**config.mk**
```make
export PLATFORM = sky130hd
export DESIGN_NAME = mcsel_top
export DESIGN_NICKNAME = d
export VERILOG_FILES = /design/src/include/mcsel_pkg.sv /design/src/design/mcsel_tick_div.sv /design/src/design/mcsel_top.sv
export SDC_FILE = /design/constraint.sdc
export NUM_CORES = 1
export LEC_CHECK = 0
export BUFFER_PORTS_ARGS = -buffer_cell sky130_fd_sc_hd__buf_2
export CORE_ASPECT_RATIO = 0.75
export CORE_MARGIN = 5
export CORE_UTILIZATION = 50
export DETAILED_ROUTE_END_ITERATION = 8
export PLACE_DENSITY = 0.73
export SYNTH_ARGS = -nofsm -noshare
export SYNTH_HDL_FRONTEND = slang
export SYNTH_HIERARCHICAL = 1
export SYNTH_SLANG_ARGS = --single-unit
```
**constraint.sdc**
```tcl
create_clock -name core_clk_i -period 4.4 [get_ports core_clk_i]
set_input_delay 0.88 -clock core_clk_i [delete_from_list [all_inputs] [get_ports core_clk_i]]
set_output_delay 0.88 -clock core_clk_i [all_outputs]
set_load 0.02 [all_outputs]
```
**src/include/mcsel_pkg.sv**
```systemverilog
// Package of constants and types for the master and processor clock select block
package mcsel_pkg;

   // ***********************************************************************
   // Register bus layout
   // ***********************************************************************
   localparam int MCSEL_ADDR_W = 16;
   localparam int MCSEL_DATA_W = 8;

   // Register offsets; the bus is byte addressed, one register per byte
   localparam logic [15:0] MCSEL_IDX_DIV = 16'h2004;
   localparam logic [15:0] MCSEL_IDX_MCLK = 16'h2005;
   localparam logic [15:0] MCSEL_IDX_STAT = 16'h2006;
   localparam logic [15:0] MCSEL_ADDR_DIV = MCSEL_IDX_DIV;
   localparam logic [15:0] MCSEL_ADDR_MCLK = MCSEL_IDX_MCLK;
   localparam logic [15:0] MCSEL_ADDR_STAT = MCSEL_IDX_STAT;

   // ***********************************************************************
   // Field positions and reset values
   // ***********************************************************************
   localparam int MCSEL_CODE_W = 3;
   localparam int MCSEL_CODE_LSB = 0;
   localparam int MCSEL_RAISE_A_BIT = 4;
   localparam int MCSEL_RAISE_B_BIT = 0;
   localparam int MCSEL_STAT_PEND_BIT = 3;
   localparam logic [2:0] MCSEL_CODE_RST = 3'h0;
   localparam logic MCSEL_RAISE_RST = 1'h0;
   localparam logic [7:0] MCSEL_RDATA_RST = 8'h00;

   // ***********************************************************************
   // Divider figures
   // ***********************************************************************
   localparam int MCSEL_CPU_CNT_W = 8;
   localparam logic [2:0] MCSEL_CODE_TOP = 3'h6;
   localparam int MCSEL_MCLK_CNT_W = 8;
   // Core cycles per master clock tick in each master clock setting
   localparam int MCSEL_MCLK_RATIO_BASE = 16;
   localparam int MCSEL_MCLK_RATIO_A = 8;
   localparam int MCSEL_MCLK_RATIO_B = 4;

   // ***********************************************************************
   // Types
   // ***********************************************************************
   typedef struct packed {
      logic [MCSEL_ADDR_W-1:0] addr;
      logic [MCSEL_DATA_W-1:0] wdata;
      logic wr;
      logic rd;
   } mcsel_bus_req_type;

   typedef enum logic [1:0] {
      MCSEL_MCLK_BASE = 2'b00,
      MCSEL_MCLK_A = 2'b01,
      MCSEL_MCLK_B = 2'b10
   } mcsel_mclk_sel_type;

endpackage
```
**src/design/mcsel_tick_div.sv**
```systemverilog
// Reloadable tick divider producing the master clock enable
`timescale 1ns/1ns
module mcsel_tick_div
   import mcsel_pkg::*;
#(
   parameter int WIDTH = MCSEL_MCLK_CNT_W
)
(
   input wire logic core_clk_i,
   input wire logic sys_rst_i,
   input wire logic [WIDTH-1:0] ratio_i,
   output logic tick_o
);

   // ***********************************************************************
   // Elaboration check
   // ***********************************************************************
   if (WIDTH < 1 || WIDTH > 16)
   begin : g_bad_width
      $error("mcsel_tick_div: WIDTH out of range");
   end

   logic [WIDTH-1:0] cnt_d;
   logic [WIDTH-1:0] cnt_q;
   logic tick_d;
   logic tick_q;

   // ***********************************************************************
   // Count down; new ratio loads only at the wrap
   // ***********************************************************************
   always_comb
   begin
      cnt_d = cnt_q - WIDTH'(1);
      tick_d = 1'b0;
      if (cnt_q == '0)
      begin
         cnt_d = (ratio_i == '0) ? '0 : ratio_i - WIDTH'(1);
         tick_d = 1'b1;
      end
   end

   always_ff @(posedge core_clk_i)
   begin
      if (sys_rst_i)
      begin
         cnt_q <= '0;
         tick_q <= 1'b0;
      end
      else
      begin
         cnt_q <= cnt_d;
         tick_q <= tick_d;
      end
   end

   assign tick_o = tick_q;

endmodule // mcsel_tick_div

```
**src/design/mcsel_top.sv**
```systemverilog
// Master clock select and processor clock divider with register port
//
// Operation
// - Selection bits choose the master clock frequency
// - Selection bits set by software, cleared by reset
// - Writing zero to a selection bit is ignored
// - Codes 0 to 6 divide master by 4..256
// - Code 7 divides by 256 like code 6
// - Code may change while running from divided clock
//
// Local design decision: strobed register access.
`timescale 1ns/1ns
module mcsel_top
   import mcsel_pkg::*;
#(
   parameter int MCLK_RATIO_BASE = MCSEL_MCLK_RATIO_BASE,
   parameter int MCLK_RATIO_A = MCSEL_MCLK_RATIO_A,
   parameter int MCLK_RATIO_B = MCSEL_MCLK_RATIO_B
)
(
   input wire logic core_clk_i,
   input wire logic sys_rst_i,
   input wire mcsel_bus_req_type bus_req_i,
   output logic [MCSEL_DATA_W-1:0] bus_rdata_o,
   output logic master_clk_en_o,
   output logic [1:0] master_clk_sel_o,
   output logic cpu_clk_o,
   output logic cpu_clk_en_o,
   output logic [MCSEL_CODE_W-1:0] cpu_clock_divide_code_o
);

   // ***********************************************************************
   // Elaboration checks
   // ***********************************************************************
   if (MCLK_RATIO_BASE < 1 || MCLK_RATIO_BASE >= (1 << MCSEL_MCLK_CNT_W))
   begin : g_bad_base
      $error("mcsel_top: MCLK_RATIO_BASE out of range");
   end
   if (MCLK_RATIO_A < 1 || MCLK_RATIO_A >= (1 << MCSEL_MCLK_CNT_W))
   begin : g_bad_a
      $error("mcsel_top: MCLK_RATIO_A out of range");
   end
   if (MCLK_RATIO_B < 1 || MCLK_RATIO_B >= (1 << MCSEL_MCLK_CNT_W))
   begin : g_bad_b
      $error("mcsel_top: MCLK_RATIO_B out of range");
   end

   localparam logic [MCSEL_MCLK_CNT_W-1:0] RATIO_BASE_C =
      MCSEL_MCLK_CNT_W'(MCLK_RATIO_BASE);
   localparam logic [MCSEL_MCLK_CNT_W-1:0] RATIO_A_C = MCSEL_MCLK_CNT_W'(MCLK_RATIO_A);
   localparam logic [MCSEL_MCLK_CNT_W-1:0] RATIO_B_C = MCSEL_MCLK_CNT_W'(MCLK_RATIO_B);

   // ***********************************************************************
   // Declarations
   // ***********************************************************************
   logic wr_div;
   logic wr_mclk;
   logic raise_a_d;
   logic raise_a_q;
   logic raise_b_d;
   logic raise_b_q;
   logic [MCSEL_CODE_W-1:0] req_code_d;
   logic [MCSEL_CODE_W-1:0] req_code_q;
   logic [MCSEL_DATA_W-1:0] rdata_d;
   logic [MCSEL_DATA_W-1:0] rdata_q;

   mcsel_mclk_sel_type msel_d;
   mcsel_mclk_sel_type msel_q;
   logic [MCSEL_MCLK_CNT_W-1:0] mratio;
   logic mtick;
   logic mtick_q;

   logic [MCSEL_CPU_CNT_W-1:0] cnt_d;
   logic [MCSEL_CPU_CNT_W-1:0] cnt_q;
   logic [MCSEL_CODE_W-1:0] act_code_d;
   logic [MCSEL_CODE_W-1:0] act_code_q;
   logic cpu_clk_d;
   logic cpu_clk_q;
   logic cpu_en_d;
   logic cpu_en_q;
   logic pending;

   // Bit of the shared counter that carries the divided clock for a code
   function automatic logic [2:0] code_bit(input logic [MCSEL_CODE_W-1:0] code);
      logic [MCSEL_CODE_W-1:0] c;
      c = (code > MCSEL_CODE_TOP) ? MCSEL_CODE_TOP : code;
      code_bit = c + 3'h1;
   endfunction

   // ***********************************************************************
   // Register writes
   // ***********************************************************************
   assign wr_div = bus_req_i.wr && (bus_req_i.addr == MCSEL_ADDR_DIV);
   assign wr_mclk = bus_req_i.wr && (bus_req_i.addr == MCSEL_ADDR_MCLK);

   always_comb
   begin
      raise_a_d = raise_a_q;
      raise_b_d = raise_b_q;
      req_code_d = req_code_q;
      if (wr_mclk)
      begin
         // Ones set, zeros leave the bit alone
         raise_a_d = raise_a_q | bus_req_i.wdata[MCSEL_RAISE_A_BIT];
         raise_b_d = raise_b_q | bus_req_i.wdata[MCSEL_RAISE_B_BIT];
      end
      if (wr_div)
      begin
         req_code_d = bus_req_i.wdata[MCSEL_CODE_LSB +: MCSEL_CODE_W];
      end
   end

   always_ff @(posedge core_clk_i)
   begin
      if (sys_rst_i)
      begin
         raise_a_q <= MCSEL_RAISE_RST;
         raise_b_q <= MCSEL_RAISE_RST;
         req_code_q <= MCSEL_CODE_RST;
      end
      else
      begin
         raise_a_q <= raise_a_d;
         raise_b_q <= raise_b_d;
         req_code_q <= req_code_d;
      end
   end

   // ***********************************************************************
   // Register reads
   // ***********************************************************************
   assign pending = (req_code_q != act_code_q);

   always_comb
   begin
      rdata_d = '0;
      if (bus_req_i.rd)
      begin
         unique case (bus_req_i.addr)
            MCSEL_ADDR_DIV:
            begin
               rdata_d[MCSEL_CODE_LSB +: MCSEL_CODE_W] = req_code_q;
            end
            MCSEL_ADDR_MCLK:
            begin
               rdata_d[MCSEL_RAISE_A_BIT] = raise_a_q;
               rdata_d[MCSEL_RAISE_B_BIT] = raise_b_q;
            end
            MCSEL_ADDR_STAT:
            begin
               rdata_d[MCSEL_CODE_LSB +: MCSEL_CODE_W] = act_code_q;
               rdata_d[MCSEL_STAT_PEND_BIT] = pending;
            end
            default:
            begin
               rdata_d = '0;
            end
         endcase
      end
   end

   always_ff @(posedge core_clk_i)
   begin
      if (sys_rst_i)
      begin
         rdata_q <= MCSEL_RDATA_RST;
      end
      else
      begin
         rdata_q <= rdata_d;
      end
   end

   // ***********************************************************************
   // Master clock selection
   // ***********************************************************************
   always_comb
   begin
      msel_d = MCSEL_MCLK_BASE;
      if (raise_b_q)
      begin
         msel_d = MCSEL_MCLK_B;
      end
      else if (raise_a_q)
      begin
         msel_d = MCSEL_MCLK_A;
      end
   end

   always_comb
   begin
      unique case (msel_q)
         MCSEL_MCLK_BASE: mratio = RATIO_BASE_C;
         MCSEL_MCLK_A: mratio = RATIO_A_C;
         MCSEL_MCLK_B: mratio = RATIO_B_C;
         default: mratio = RATIO_BASE_C;
      endcase
   end

   always_ff @(posedge core_clk_i)
   begin
      if (sys_rst_i)
      begin
         msel_q <= MCSEL_MCLK_BASE;
      end
      else
      begin
         msel_q <= msel_d;
      end
   end

   mcsel_tick_div #(
      .WIDTH(MCSEL_MCLK_CNT_W)
   ) u_mclk_div (
      .core_clk_i(core_clk_i),
      .sys_rst_i(sys_rst_i),
      .ratio_i(mratio),
      .tick_o(mtick)
   );

   // ***********************************************************************
   // Processor clock divider
   // ***********************************************************************
   always_comb
   begin
      cnt_d = cnt_q;
      act_code_d = act_code_q;
      cpu_clk_d = cpu_clk_q;
      cpu_en_d = 1'b0;
      if (mtick)
      begin
         cnt_d = cnt_q + MCSEL_CPU_CNT_W'(1);
         // Change ratio only where old and new divided clocks are both low
         if (pending && !cnt_d[code_bit(act_code_q)] && !cnt_d[code_bit(req_code_q)])
         begin
            act_code_d = req_code_q;
         end
         cpu_clk_d = cnt_d[code_bit(act_code_d)];
         cpu_en_d = cpu_clk_d && !cpu_clk_q;
      end
   end

   always_ff @(posedge core_clk_i)
   begin
      if (sys_rst_i)
      begin
         cnt_q <= '0;
         act_code_q <= MCSEL_CODE_RST;
         cpu_clk_q <= 1'b0;
         cpu_en_q <= 1'b0;
         mtick_q <= 1'b0;
      end
      else
      begin
         cnt_q <= cnt_d;
         act_code_q <= act_code_d;
         cpu_clk_q <= cpu_clk_d;
         cpu_en_q <= cpu_en_d;
         mtick_q <= mtick;
      end
   end

   // ***********************************************************************
   // Outputs
   // ***********************************************************************
   assign bus_rdata_o = rdata_q;
   assign master_clk_en_o = mtick_q;
   assign master_clk_sel_o = msel_q;
   assign cpu_clk_o = cpu_clk_q;
   assign cpu_clk_en_o = cpu_en_q;
   assign cpu_clock_divide_code_o = act_code_q;

endmodule // mcsel_top

```
# ---- Yosys cells after proc, flatten, opt, wreduce, memory -nomap -nowiden
# Index checks and enable logic that the tools add are counted.
dict set report classes {
  n_addsub 6
  order_cmp 6
  n_eq_ne 6
  muxes 19
  bitwise 6
  reduce_logical 15
}
# op n
set ops {}
lappend ops {{16-bit by 14-bit equality test with 1-bit output (second input constant)} 3}
lappend ops {{8-bit logical NOT} 2}
lappend ops {{8-bit 2-to-1 mux} 2}
lappend ops {{3-bit 2-to-1 mux} 5}
lappend ops {{3-bit by 4-bit < comparator with 1-bit output (second input constant)} 3}
lappend ops {{5-bit case mux with 2 select lines} 1}
lappend ops {{3-bit by 1-bit adder with 3-bit output (second input constant)} 3}
lappend ops {{1-bit binary-select mux with 3-bit select} 3}
lappend ops {{3-bit > comparator (second input constant)} 3}
lappend ops {{8-bit by 1-bit adder with 8-bit output (second input constant)} 1}
lappend ops {{8-bit by 1-bit subtractor with 8-bit output (second input constant)} 1}
lappend ops {{2-bit OR reduction} 3}
lappend ops {{3-bit OR reduction} 2}
lappend ops {{5-bit by 1-bit subtractor with 6-bit output (second input constant)} 1}
lappend ops {{1-bit logical AND} 5}
lappend ops {{1-bit 2-to-1 mux} 5}
lappend ops {{1-bit NOT} 4}
lappend ops {{2-bit case mux with 2 select lines} 1}
lappend ops {{1-bit logical NOT} 3}
lappend ops {{3-bit != test} 1}
lappend ops {{1-bit case mux with 3 select lines} 1}
lappend ops {{2-bit by 1-bit equality test with 1-bit output (second input constant)} 1}
lappend ops {{2-bit equality test (second input constant)} 1}
lappend ops {{2-bit 2-to-1 mux} 1}
lappend ops {{1-bit OR} 2}
dict set report totals {
  register_bits 38
  out_inout_bits 16
  word_cells 74
}

# ---- Logic depth before layout (Yosys ltp)
# Gate-level depths: netlist (run 1).
dict set report depth {
  ltp_word 16
  depth_mapped 20
}

# ---- Modules after synthesis
# Netlist (run 1), hierarchy kept.
# module instances cells_per_inst area_each_um2
set modules_own_cells {}
lappend modules_own_cells {mcsel_top 1 210 1750.4}
lappend modules_own_cells {mcsel_tick_div 1 77 726.9}

# ---- Worst setup path before layout (run 1)
# OpenSTA, ideal clock, no wires.
dict set report synth_path {
  kind {reg2reg}
  startpoint {reg act_code_q[2], in the netlist cpu_clock_divide_code_o[2]}
  endpoint {reg cpu_en_q, in the netlist cpu_clk_en_o}
  t_arrival_ps 3641
  required_ps 4340
  path_slack_ps 699
  stages_incl_launch_ff 18
  path_buffers 2
  cell_sequence {dfxtp_1 buf_4 a21bo_1 buf_4 inv_2 ha_1 o21ai_0 a21oi_1 a311oi_4 nand2_4 mux2_2 ha_1 nor2b_1 or2_2 o21ai_0 nor4_2 a2111oi_2 and3b_1}
}
dict set report synth_via {
  elab_chain_cells 16
}
# item line_no
set synth_rtl {}
lappend synth_rtl {{start, declared} mcsel_top.sv:76} ;# logic [MCSEL_CODE_W-1:0] act_code_q;
lappend synth_rtl {{start signal, assigned} mcsel_top.sv:256} ;# act_code_q <= act_code_d;
lappend synth_rtl {{3-bit > comparator} mcsel_top.sv:86} ;# c = (code > MCSEL_CODE_TOP) ? MCSEL_CODE_TOP : code;
lappend synth_rtl {{3-bit 2-to-1 mux} mcsel_top.sv:86}
lappend synth_rtl {{3-bit by 1-bit adder with 3-bit output} mcsel_top.sv:87} ;# code_bit = c + 3'h1;
lappend synth_rtl {{1-bit binary-select mux with 3-bit select} mcsel_top.sv:234} ;# if (pending && !cnt_d[code_bit(act_code_q)] && !cnt_d[code_bit(req_code_q)])
lappend synth_rtl {{1-bit 2-to-1 mux (implied by the code)} mcsel_top.sv:234}
lappend synth_rtl {{1-bit logical NOT} mcsel_top.sv:234}
lappend synth_rtl {{1-bit logical AND (2 in a row)} mcsel_top.sv:234}
lappend synth_rtl {{3-bit 2-to-1 mux *} mcsel_top.sv:234}
lappend synth_rtl {{3-bit 2-to-1 mux *} mcsel_top.sv:230} ;# if (mtick)
lappend synth_rtl {{3-bit > comparator} mcsel_top.sv:86}
lappend synth_rtl {{3-bit 2-to-1 mux *} mcsel_top.sv:86}
lappend synth_rtl {{3-bit by 1-bit adder with 3-bit output *} mcsel_top.sv:87}
lappend synth_rtl {{1-bit binary-select mux with 3-bit select *} mcsel_top.sv:238} ;# cpu_clk_d = cnt_d[code_bit(act_code_d)];
lappend synth_rtl {{1-bit 2-to-1 mux (implied by the code) *} mcsel_top.sv:238}
lappend synth_rtl {{1-bit logical AND *} mcsel_top.sv:239} ;# cpu_en_d = cpu_clk_d && !cpu_clk_q;
lappend synth_rtl {{end signal, assigned} mcsel_top.sv:258} ;# cpu_en_q <= cpu_en_d;
lappend synth_rtl {{end, declared} mcsel_top.sv:80} ;# logic cpu_en_q;
# Every way passes the cells marked *; elsewhere a longest branch is shown, timed or not. The select of a mux whose other input is x is not followed.
# A chain may end at the register's enable or synchronous reset.

# ---- Worst setup path after layout (run 1)
dict set report layout_path {
  startpoint {reg req_code_q[2]}
  endpoint {reg cpu_en_q, in the netlist cpu_clk_en_o}
}
dict set report layout_via {
  elab_chain_cells 15
}
# item line_no
set layout_rtl {}
lappend layout_rtl {{start, declared} mcsel_top.sv:63} ;# logic [MCSEL_CODE_W-1:0] req_code_q;
lappend layout_rtl {{start signal, assigned} mcsel_top.sv:125} ;# req_code_q <= req_code_d;
lappend layout_rtl {{3-bit > comparator} mcsel_top.sv:86}
lappend layout_rtl {{3-bit 2-to-1 mux} mcsel_top.sv:86}
lappend layout_rtl {{3-bit by 1-bit adder with 3-bit output} mcsel_top.sv:87}
lappend layout_rtl {{1-bit binary-select mux with 3-bit select} mcsel_top.sv:234}
lappend layout_rtl {{1-bit 2-to-1 mux (implied by the code)} mcsel_top.sv:234}
lappend layout_rtl {{1-bit logical NOT} mcsel_top.sv:234}
lappend layout_rtl {{1-bit logical AND} mcsel_top.sv:234}
lappend layout_rtl {{3-bit 2-to-1 mux *} mcsel_top.sv:234}
lappend layout_rtl {{3-bit 2-to-1 mux *} mcsel_top.sv:230}
lappend layout_rtl {{3-bit > comparator} mcsel_top.sv:86}
lappend layout_rtl {{3-bit 2-to-1 mux *} mcsel_top.sv:86}
lappend layout_rtl {{3-bit by 1-bit adder with 3-bit output *} mcsel_top.sv:87}
lappend layout_rtl {{1-bit binary-select mux with 3-bit select *} mcsel_top.sv:238}
lappend layout_rtl {{1-bit 2-to-1 mux (implied by the code) *} mcsel_top.sv:238}
lappend layout_rtl {{1-bit logical AND *} mcsel_top.sv:239}
# Marks and branches as above.

==> results of run 1 <==
-- synth_stat cells, drive strengths merged (4+ instances only) --
| library cell | instances |
|---|---|
| nor2 | 37 |
| xnor2 | 4 |
| mux2i | 17 |
| dfxtp | 35 |
| xor2 | 20 |
| nand2 | 22 |
| buf | 13 |
| a31oi | 5 |
| nor3 | 10 |
| o21ai | 5 |
| nor2b | 4 |
| ha | 10 |
| clkbuf | 7 |
| inv | 14 |
| nand4 | 4 |
| a21oi | 15 |
| nand3 | 14 |
| or3 | 5 |
| nor3b | 8 |
-- per-stage QoR --
step / worst slack, ns / hold slack [ns] / power, mW / cell area [sq um]
4_1_cts: 0.4013 / 0.4886 / 1.093 / 2783
2_1_floorplan: 0.6988 / 0.4353 / 0.7819 / 2534
3_5_place_dp: 0.4230 / 0.4774 / 0.8517 / 2695
3_3_place_gp: 0.4599 / 0.4766 / 0.8437 / 2695
5_1_grt: 0.1940 / 0.5166 / 1.161 / 2783
6_report: 0.3691 / 0.4872 / 1.084 / 2783
-- worst reg2reg max path, delay by kind of cell, from the launching register on --
family | cells | cell delay, ns
compound gates | 3 | 0.92
fa+ha+maj | 2 | 0.62
buf+inv | 1 | 0.12
flops | 1 | 0.51
mux | 1 | 0.36
simple gates | 8 | 1.47
-- layout make-up --
class | instances | share of cell area, %
Sequential cell | 35 | 25.18
Inverter | 14 | 1.888
Multi-Input combinational cell | 233 | 59.26
Clock buffer | 6 | 2.968
Timing Repair Buffer | 41 | 7.824
Tap cell | 60 | 2.698
Clock inverter | 1 | 0.1799
-- how the worst max path moves through the flow --
stage	start	endpoint	slack [ns]	cells past startpoint
final	req_code_q[2]	cpu_clk_en_o	0.37	15
after global routing	req_code_q[2]	cpu_clk_en_o	0.19	15
after CTS	req_code_q[2]	cpu_clk_en_o	0.40	15
after detailed placement	req_code_q[2]	cpu_clk_en_o	0.42	15
after global placement	req_code_q[2]	cpu_clk_en_o	0.46	15
after floorplan	cpu_clock_divide_code_o[2]	cpu_clk_en_o	0.70	17
-- placed cells by master (no fill, tap or decap), types with 2 or more instances in the layout --
master,netlist,routed
mux2_1,2,2
buf_2,3,36
conb_1,1,16
nor2_1,37,37
xor2_1,20,20
o21ai_0,5,5
nor3b_1,6,6
nor4_2,2,2
and2_1,2,2
or3_1,4,4
dfxtp_1,35,35
nor3b_2,2,2
xnor2_1,4,4
nor3_1,7,7
nand3_2,5,5
a31oi_1,5,5
buf_4,7,5
nand2_1,18,18
nand2_4,2,2
clkbuf_8,0,6
nand4_1,4,4
nand2_2,2,2
inv_2,2,2
or2_2,3,3
ha_1,10,10
nand2b_1,2,2
inv_1,12,12
nor3_2,3,3
a21oi_1,11,11
nor2b_1,4,4
mux2i_1,17,17
nand3_1,9,9
nor4b_1,3,3
o22ai_2,3,3
a21oi_2,4,4
-- layer usage --
| layer | wire, um | part of all wire [%] | GRT usage [%] | vias to the layer above |
|---|---|---|---|---|
| met5 | 0 | 0 | 0 | - |
| met4 | 66 | 1.3 | 4.886 | 0 |
| met3 | 307 | 6.3 | 4.357 | 6 |
| met2 | 1900 | 39 | 22.24 | 49 |
| met1 | 2628 | 54 | 23.52 | 914 |
| li1 | - | - | - | 1060 |
-- power by group through the flow --
stage / combinational (mW) / sequential [mW] / clock, mW
4_1_cts: 0.447 / 0.401 / 0.245
3_5_place_dp: 0.444 / 0.408 / 0
5_1_grt: 0.498 / 0.406 / 0.256
2_1_floorplan: 0.380 / 0.402 / 0
3_3_place_gp: 0.437 / 0.407 / 0
6_report: 0.447 / 0.401 / 0.236
-- flip-flops by register name, indices dropped and copies added, names as in the netlist --
name	count
u_mclk_div/tick_o	1
master_clk_en_o	1
master_clk_sel_o	2
cpu_clk_en_o	1
req_code_q	3
raise_a_q	1
bus_rdata_o	5
raise_b_q	1
cpu_clock_divide_code_o	3
cnt_q	8
u_mclk_div/cnt_q	8
cpu_clk_o	1
-- cell families (layout without fill, tap and decap cells) --
group	count (synthesis)	after routing	share of synthesized area (%)
xor+xnor	24	24	8.485
fa+ha+maj	10	10	5.051
compound gates	41	41	12.78
simple gates	122	122	29.59
other cells	1	16	0.1514
buf+inv	34	62	7.424
mux	20	20	8.232
flops	35	35	28.28
==> results_dict.tcl, run 1 <==
set metrics [dict create \
    rows 22 \
    fin_crit_ns 4.031 \
    setup_violations 0 \
    nNetsFinal 368 \
    multi_input_area_sq_um 1649 \
    ant_nets 0 \
    path_class "reg2reg" \
    die_w_um 91.28 \
    peakVddDrop_uv 257.7 \
    critPathArrivalTime_ns 4.27 \
    cellPowerDensity_nw_per_um2 389.4 \
    grt_pass1_wl_um 8556 \
    pwr-share-comb_pct 41.2 \
    initial_utilization_pct 51.14 \
    crit_buf_inv 1 \
    final_util_pct 57.44 \
    cts.sinks 35 \
    layout-drive-gt1-share_pct 25.45 \
    layoutNonFillerInstCount 390 \
    r2r_start "req_code_q[2]" \
    portBuffers 36 \
    clock_path_buffers 2 \
    cts_resized 0 \
    drt_iter0_drc 135 \
    synth-seq-cells 35 \
    drt_pre_antenna_iters 4 \
    gp_congestion 0.9065 \
    hold_viol 0 \
    hpwlAfterDp_um 3801 \
    h-tree-depth 2 \
    min_path_cells 1 \
    netlist.area_leader.share_pct 28.28 \
    top_level_ports 44 \
    seqPwrFrac_pct 37.0 \
    rrSetupSlack_ns 0.37 \
    worstHoldStart "raise_b_q" \
    syn_to_final_growth_pct 12.32 \
    cts-root-buf "clkbuf_8" \
    yosysUniqueCellTypes 58 \
    crit_path_end_kind "flip-flop" \
    swShare_pct 37.35 \
    status "finished, final reports clean" \
    die_height_um 70.96 \
    netlist_instances 287 \
    async_flop_share_pct 0 \
    grt_max_degree 32 \
    rsz0062_at_grt "false" \
    track_usage_pct 15.91 \
    p_clk_share_pct 21.8 \
    p_leak_nw 1.238 \
    clock_skew_ns 0.004253 \
    worstHoldPathType "reg2reg" \
    r2r-end "cpu_clk_en_o" \
    clk_pin_slew_ns 0.07 \
    cp_cell_sequence "nand2_2 > nand2_4 > inv_2 > ha_1 > or3_1 > a31o_2 > nand2_4 > mux2_2 > ha_1 > nor2b_1 > or2_2 > o21ai_0 > nor4_2 > a2111oi_2 > and3b_1" \
    register_area_sq_um 700.7 \
    die-area_sq_um 6477 \
    core_area_sq_um 4845 \
    synth-edff-count 0 \
    cts_buffers 5 \
    max_freq_mhz 248.1 \
    synth_top_area_cell "dfxtp_1" \
    p_int_uw 678.9 \
    insertion_delay_ns 0.29 \
    worst_pin_slew_ns 0.6695 \
    yosysSeqAreaShare_pct 28.28 \
    grt_pass1_vias 1907 \
    synthTopCellsByArea "dfxtp_1, xor2_1, mux2i_1" \
    period_share_pct 91.61 \
    placed_cells 383 \
    cap_violations 0 \
    yosys_warnings 6 \
    slew_viol_final 0 \
    routedWlPerCell_um 12.57 \
    fillers 434 \
    slowest_stage "dfxtp_1" \
    cp.required_ns 4.64 \
    synth-main-ff-cell "dfxtp_1" \
    post_synth.cell_area_avg_sq_um 8.632 \
    synth_area_sq_um 2477 \
    cp-start-kind "flip-flop" \
    diodes 0 \
    remaining_drc_errors 0 \
    crit_path_max_fanout 11 \
    rr_worst_depth 15 \
    post-cts-setup-buffers 0 \
    slew_headroom_pct 55.37 \
    cts_tree "done" \
    vias_per_cell 5.203 \
    max_stage_delay_ns 0.51 \
    drt-total-wl_um 4903 \
    p_sw_uw 404.8 \
    setup_tns_ns 0 \
    ctsHoldBuffers 0 \
    antenna_found_initial 0 \
    critical_path.top_delay_family "simple AND/OR/NAND/NOR gates" \
    min_to "master_clk_sel_o[0]" \
    vias 2029 \
    overflow 0 \
]
(Power assumes the default switching activity.)
==> run 2: changes to the inputs <==
--- a/config.mk
+++ b/config.mk
@@ -11,6 +11,7 @@
 export CORE_UTILIZATION = 50
 export DETAILED_ROUTE_END_ITERATION = 8
 export PLACE_DENSITY = 0.73
+export REMOVE_ABC_BUFFERS = 1
 export SYNTH_ARGS = -nofsm -noshare
 export SYNTH_HDL_FRONTEND = slang
 export SYNTH_HIERARCHICAL = 1
==> results_dict.tcl, run 2 (same netlist as run 1, synthesis figures left out) <==
set metrics [dict create \
    rsz0062_at_grt "false" \
    seqPwrFrac_pct 36.1 \
    syn_to_final_growth_pct 12.22 \
    portBuffers 36 \
    die_w_um 91.28 \
    rows 22 \
    grt_use_met1_pct 24.20 \
    crit_path_max_fanout 8 \
    hpwlAfterDp_um 4022 \
    drt-total-wl_um 5143 \
    worst_pin_slew_ns 0.6531 \
    remaining_drc_errors 0 \
    mostFrequentLayoutCell "nor2_1" \
    cap_violations 0 \
    diodes 0 \
    swShare_pct 37.51 \
    placed_cells 381 \
    grt_pass1_wl_um 8894 \
    status "finished, final reports clean" \
    insertion_delay_ns 0.28 \
    grt-busiest-layer "met1" \
    period_share_pct 90.21 \
    peakVddDrop_uv 310.2 \
    crit_buf_inv 1 \
    cts.sinks 35 \
    crit_path_end_kind "flip-flop" \
    nNetsFinal 366 \
    h-tree-depth 2 \
    grt_pass1_vias 1913 \
    slowest_stage "dfxtp_1" \
    layout-drive-gt1-share_pct 24.92 \
    routedWlPerCell_um 13.22 \
    cp.required_ns 4.63 \
    fin_crit_ns 3.969 \
    clk_pin_slew_ns 0.07 \
    cts_tree "done" \
    grt_use_met2_pct 24.00 \
    cellPowerDensity_nw_per_um2 402.0 \
    track_usage_pct 16.34 \
    cts-root-buf "clkbuf_8" \
    slew_headroom_pct 56.46 \
    antenna_found_initial 0 \
    drt_pre_antenna_iters 4 \
    vias 2032 \
    worstHoldPathType "reg2reg" \
    hold_viol 0 \
    clock_skew_ns 0.008661 \
    clock_path_buffers 2 \
    drt_iter0_drc 128 \
    setup_violations 0 \
    overflow 0 \
    path_class "reg2reg" \
    cp-start-kind "flip-flop" \
    critPathArrivalTime_ns 4.20 \
    max_stage_delay_ns 0.50 \
    p_sw_uw 419.3 \
    setup_tns_ns 0 \
    layoutNonFillerInstCount 389 \
    max_freq_mhz 251.9 \
    ant_nets 0 \
    p_int_uw 698.4 \
    post-cts-setup-buffers 0 \
    gp_congestion 0.8505 \
    vias_per_cell 5.224 \
    die-area_sq_um 6477 \
    cp_cell_sequence "a21bo_1 > inv_2 > ha_1 > o21ai_0 > a21oi_1 > a311oi_4 > nand2_4 > mux2_2 > ha_1 > nor2b_1 > or2_2 > o21ai_0 > nor4_2 > a2111oi_2 > and3b_1" \
    critical_path.top_delay_family "compound AO/OA/AOI/OAI gates" \
    cts_buffers 5 \
    pwr-share-comb_pct 41.1 \
    die_height_um 70.96 \
    grt_util_met3_pct 3.826 \
    grt_max_degree 32 \
    ctsHoldBuffers 0 \
    p_leak_nw 1.232 \
    core_area_sq_um 4845 \
    p_clk_share_pct 22.8 \
    top_level_ports 44 \
    final_cell_mix "nor2_1, buf_2, dfxtp_1" \
    slew_viol_final 0 \
    initial_utilization_pct 51.14 \
    cts_resized 0 \
]
## run 2: cell count changes in the layout (fill, tap and decap cells not counted)
cell,previous run,this run
clkinv_2,1,0
buf_4,5,3
clkbuf_1,0,1
clkbuf_8,6,7
## run 2: through the flow
step / utilization, % / hold slack (ns) / power, mW / instance area [sq um] / setup WS, ns
after CTS: 57.39 / 0.4861 / 1.120 / 2780 / 0.4612
after detailed placement: 55.32 / 0.4737 / 0.8629 / 2680 / 0.4831
final: 57.39 / 0.4844 / 1.118 / 2780 / 0.4308
after global placement: 55.32 / 0.4661 / 0.8471 / 2680 / 0.5085
after global routing: 57.39 / 0.5193 / 1.198 / 2780 / 0.09116
after floorplan: - / 0.4312 / 0.7550 / 2402 / 0.6719
## run 2: final cells by class
cell class / count / area, sq um
Inverter: 14 / 52.55
Tap cell: 60 / 75.07
Multi-Input combinational cell: 233 / 1649
Sequential cell: 35 / 700.7
Fill cell: 457 / 2064
Clock buffer: 8 / 100.1
Timing Repair Buffer: 39 / 202.7
## run 2: power groups by stage
stage          clock network (mW)  registers [mW]  logic [mW]
2_1_floorplan                   0           0.413       0.342
3_3_place_gp                    0           0.409       0.438
3_5_place_dp                    0           0.411       0.452
4_1_cts                     0.259           0.404       0.456
5_1_grt                     0.276           0.411       0.511
6_report                    0.255           0.404       0.459
## run 2: path summary, 6_finish.rpt
| path | startpoint | to | slack, ns | cells after the start |
|---|---|---|---|---|
| hold reg to reg | raise_b_q | master_clk_sel_o[0] | 0.48 | 1 |
| setup / recovery | cpu_clock_divide_code_o[2] | cpu_clk_en_o | 0.43 | 15 |
| hold / removal | raise_b_q | master_clk_sel_o[0] | 0.48 | 1 |
| setup reg to reg | cpu_clock_divide_code_o[2] | cpu_clk_en_o | 0.43 | 15 |
## run 2: worst register-to-register path, cell delays in order, from the launching register on
cell and delay, ns:
dfxtp_1 0.50, a21bo_1 0.31, inv_2 0.12, ha_1 0.36, o21ai_0 0.17, a21oi_1 0.09
a311oi_4 0.41, nand2_4 0.14, mux2_2 0.32, ha_1 0.24, nor2b_1 0.15, or2_2 0.29
o21ai_0 0.19, nor4_2 0.06, a2111oi_2 0.37, and3b_1 0.20
## run 2: per-layer routing
layer	vias to the layer above	part of all wire, %	wire, um
met5	-	0	0
met4	0	0.70	36
met3	4	5.9	306
met2	57	42	2147
met1	912	52	2652
li1	1059	-	-
==> run 3: changes to the inputs <==
--- a/config.mk
+++ b/config.mk
@@ -5,12 +5,12 @@
 export SDC_FILE = /design/constraint.sdc
 export NUM_CORES = 1
 export LEC_CHECK = 0
-export BUFFER_PORTS_ARGS = -buffer_cell sky130_fd_sc_hd__buf_2
 export CORE_ASPECT_RATIO = 0.75
 export CORE_MARGIN = 5
 export CORE_UTILIZATION = 50
 export DETAILED_ROUTE_END_ITERATION = 8
-export PLACE_DENSITY = 0.73
+export DONT_BUFFER_PORTS = 1
+export PLACE_DENSITY_LB_ADDON = 0.1
 export REMOVE_ABC_BUFFERS = 1
 export SYNTH_ARGS = -nofsm -noshare
 export SYNTH_HDL_FRONTEND = slang
==> results_dict.tcl, run 3 (same netlist as run 1, synthesis figures left out) <==
set metrics [dict create \
    worstHoldStart "raise_b_q" \
    syn_to_final_growth_pct 7.020 \
    cts_tree "done" \
    multi_input_area_sq_um 1649 \
    crit_path_end_kind "flip-flop" \
    critPathArrivalTime_ns 4.24 \
    core_area_sq_um 4845 \
    hold_viol 0 \
    grt_max_degree 32 \
    cp-start-kind "flip-flop" \
    track_usage_pct 16.45 \
    die_w_um 91.28 \
    peakVddDrop_uv 284.9 \
    slew_viol_final 0 \
    top_level_ports 44 \
    r2r-end "cpu_clk_en_o" \
    die_height_um 70.96 \
    final_cell_area_sq_um 2651 \
    max_freq_mhz 250.3 \
    crit_buf_inv 1 \
    status "finished, final reports clean" \
    setup_violations 0 \
    cap_violations 0 \
    path_class "reg2reg" \
    cp_cell_sequence "nand2_2 > nand2_4 > inv_2 > ha_1 > or3_1 > a31o_2 > nand2_4 > mux2_2 > ha_1 > nor2b_1 > or2_2 > o21ai_0 > nor4_2 > a2111oi_2 > and3b_1" \
    vias_per_cell 5.355 \
    setup_tns_ns 0 \
    crit_path_max_fanout 11 \
    fillers 458 \
    h-tree-depth 2 \
    vias 1901 \
    min_to "master_clk_sel_o[0]" \
    insertion_delay_ns 0.29 \
    fin_crit_ns 3.995 \
    remaining_drc_errors 0 \
    grt_pass1_vias 1735 \
    gp_congestion 0.8378 \
    cellPowerDensity_nw_per_um2 450.6 \
    holdWs_ns 0.4798 \
    post-cts-setup-buffers 0 \
    critical_path.top_delay_family "simple AND/OR/NAND/NOR gates" \
    routedWlPerCell_um 14.43 \
    cts_buffers 5 \
    antenna_found_initial 0 \
    overflow 0 \
    place_area_sq_um 2515 \
    slew_headroom_pct 62.69 \
    die-area_sq_um 6477 \
    cp.required_ns 4.64 \
    worstHoldPathType "reg2reg" \
    register_area_sq_um 700.7 \
    worst_pin_slew_ns 0.5553 \
    mostFrequentLayoutCell "nor2_1" \
    r2r_start "req_code_q[2]" \
    p_leak_nw 1.092 \
    drt_pre_antenna_iters 4 \
    clock_path_buffers 2 \
    cts.sinks 35 \
    rows 22 \
    grt_pass1_wl_um 8535 \
    slowest_stage "dfxtp_1" \
    drt-total-wl_um 5123 \
    portBuffers 0 \
    rr_worst_depth 15 \
    ctsHoldBuffers 0 \
    cts-root-buf "clkbuf_8" \
    drt_iter0_drc 104 \
    max_stage_delay_ns 0.53 \
    layout-drive-gt1-share_pct 16.61 \
    final_cell_mix "nor2_1, dfxtp_1, xor2_1" \
    rsz0062_at_grt "false" \
    nNetsFinal 332 \
    period_share_pct 90.79 \
    ant_nets 0 \
    initial_utilization_pct 51.14 \
    cts_resized 0 \
    totalPowerFinal_mw 1.195 \
    hpwlAfterDp_um 3926 \
    rrSetupSlack_ns 0.41 \
    diodes 0 \
    clock_skew_ns 0.009387 \
    clk_pin_slew_ns 0.08 \
    min_path_cells 1 \
]
-- run 3: cell count changes in the layout (fill, tap and decap cells not counted) --
cell,previous run,this run
clkbuf_8,7,5
clkinvlp_4,0,1
buf_2,36,0
buf_4,3,5
bufinv_16,0,2
clkbuf_1,1,0
-- run 3: area by class of cell --
class,count,share of cell area (%)
Timing Repair Buffer,5,1.416
Inverter,14,1.982
Tap cell,60,2.832
Multi-Input combinational cell,233,62.20
Clock inverter,3,2.548
Sequential cell,35,26.43
Clock buffer,5,2.596
-- run 3: report_power, final --
part,switching (mW),internal [mW]
registers,0.0504,0.356
logic,0.245,0.189
clock network,0.128,0.226
total,0.424,0.771
-- run 3: worst reg2reg max path, delay by kind of cell, from the launching register on --
kind                       cells  cell delay (ns)
and+or+nand+nor                8             1.47
AOI/OAI and AO/OA              3             0.91
adders and majority gates      2             0.60
DFF                            1             0.53
muxes                          1             0.36
buffers and inverters          1             0.11
-- run 3: through the flow --
stage	setup slack, ns	instances	utilization, %
floorplan	0.6719	282	-
CTS	0.4125	355	54.73
finish	0.4051	355	54.73
detailed placement	0.4273	347	51.91
global placement	0.4599	347	51.91
global route	0.1323	355	54.73
-- run 3: per-layer routing --
layer / global-route usage, % / vias to the layer above / share of wire, %
li1: - / 994 / -
met1: 25.06 / 856 / 56
met2: 20.96 / 44 / 37
met3: 5.420 / 7 / 5.8
met4: 5.863 / 0 / 1.5
met5: 0 / - / 0
-- run 3: worst max path at each step --
| stage | depth (start not counted) | start | endpoint | slack [ns] |
|---|---|---|---|---|
| floorplan | 15 | cpu_clock_divide_code_o[2] | cpu_clk_en_o | 0.67 |
| global placement | 15 | req_code_q[2] | cpu_clk_en_o | 0.46 |
| detailed placement | 15 | req_code_q[2] | cpu_clk_en_o | 0.43 |
| CTS | 15 | req_code_q[2] | cpu_clk_en_o | 0.41 |
| global route | 15 | req_code_q[2] | cpu_clk_en_o | 0.13 |
| finish | 15 | req_code_q[2] | cpu_clk_en_o | 0.41 |
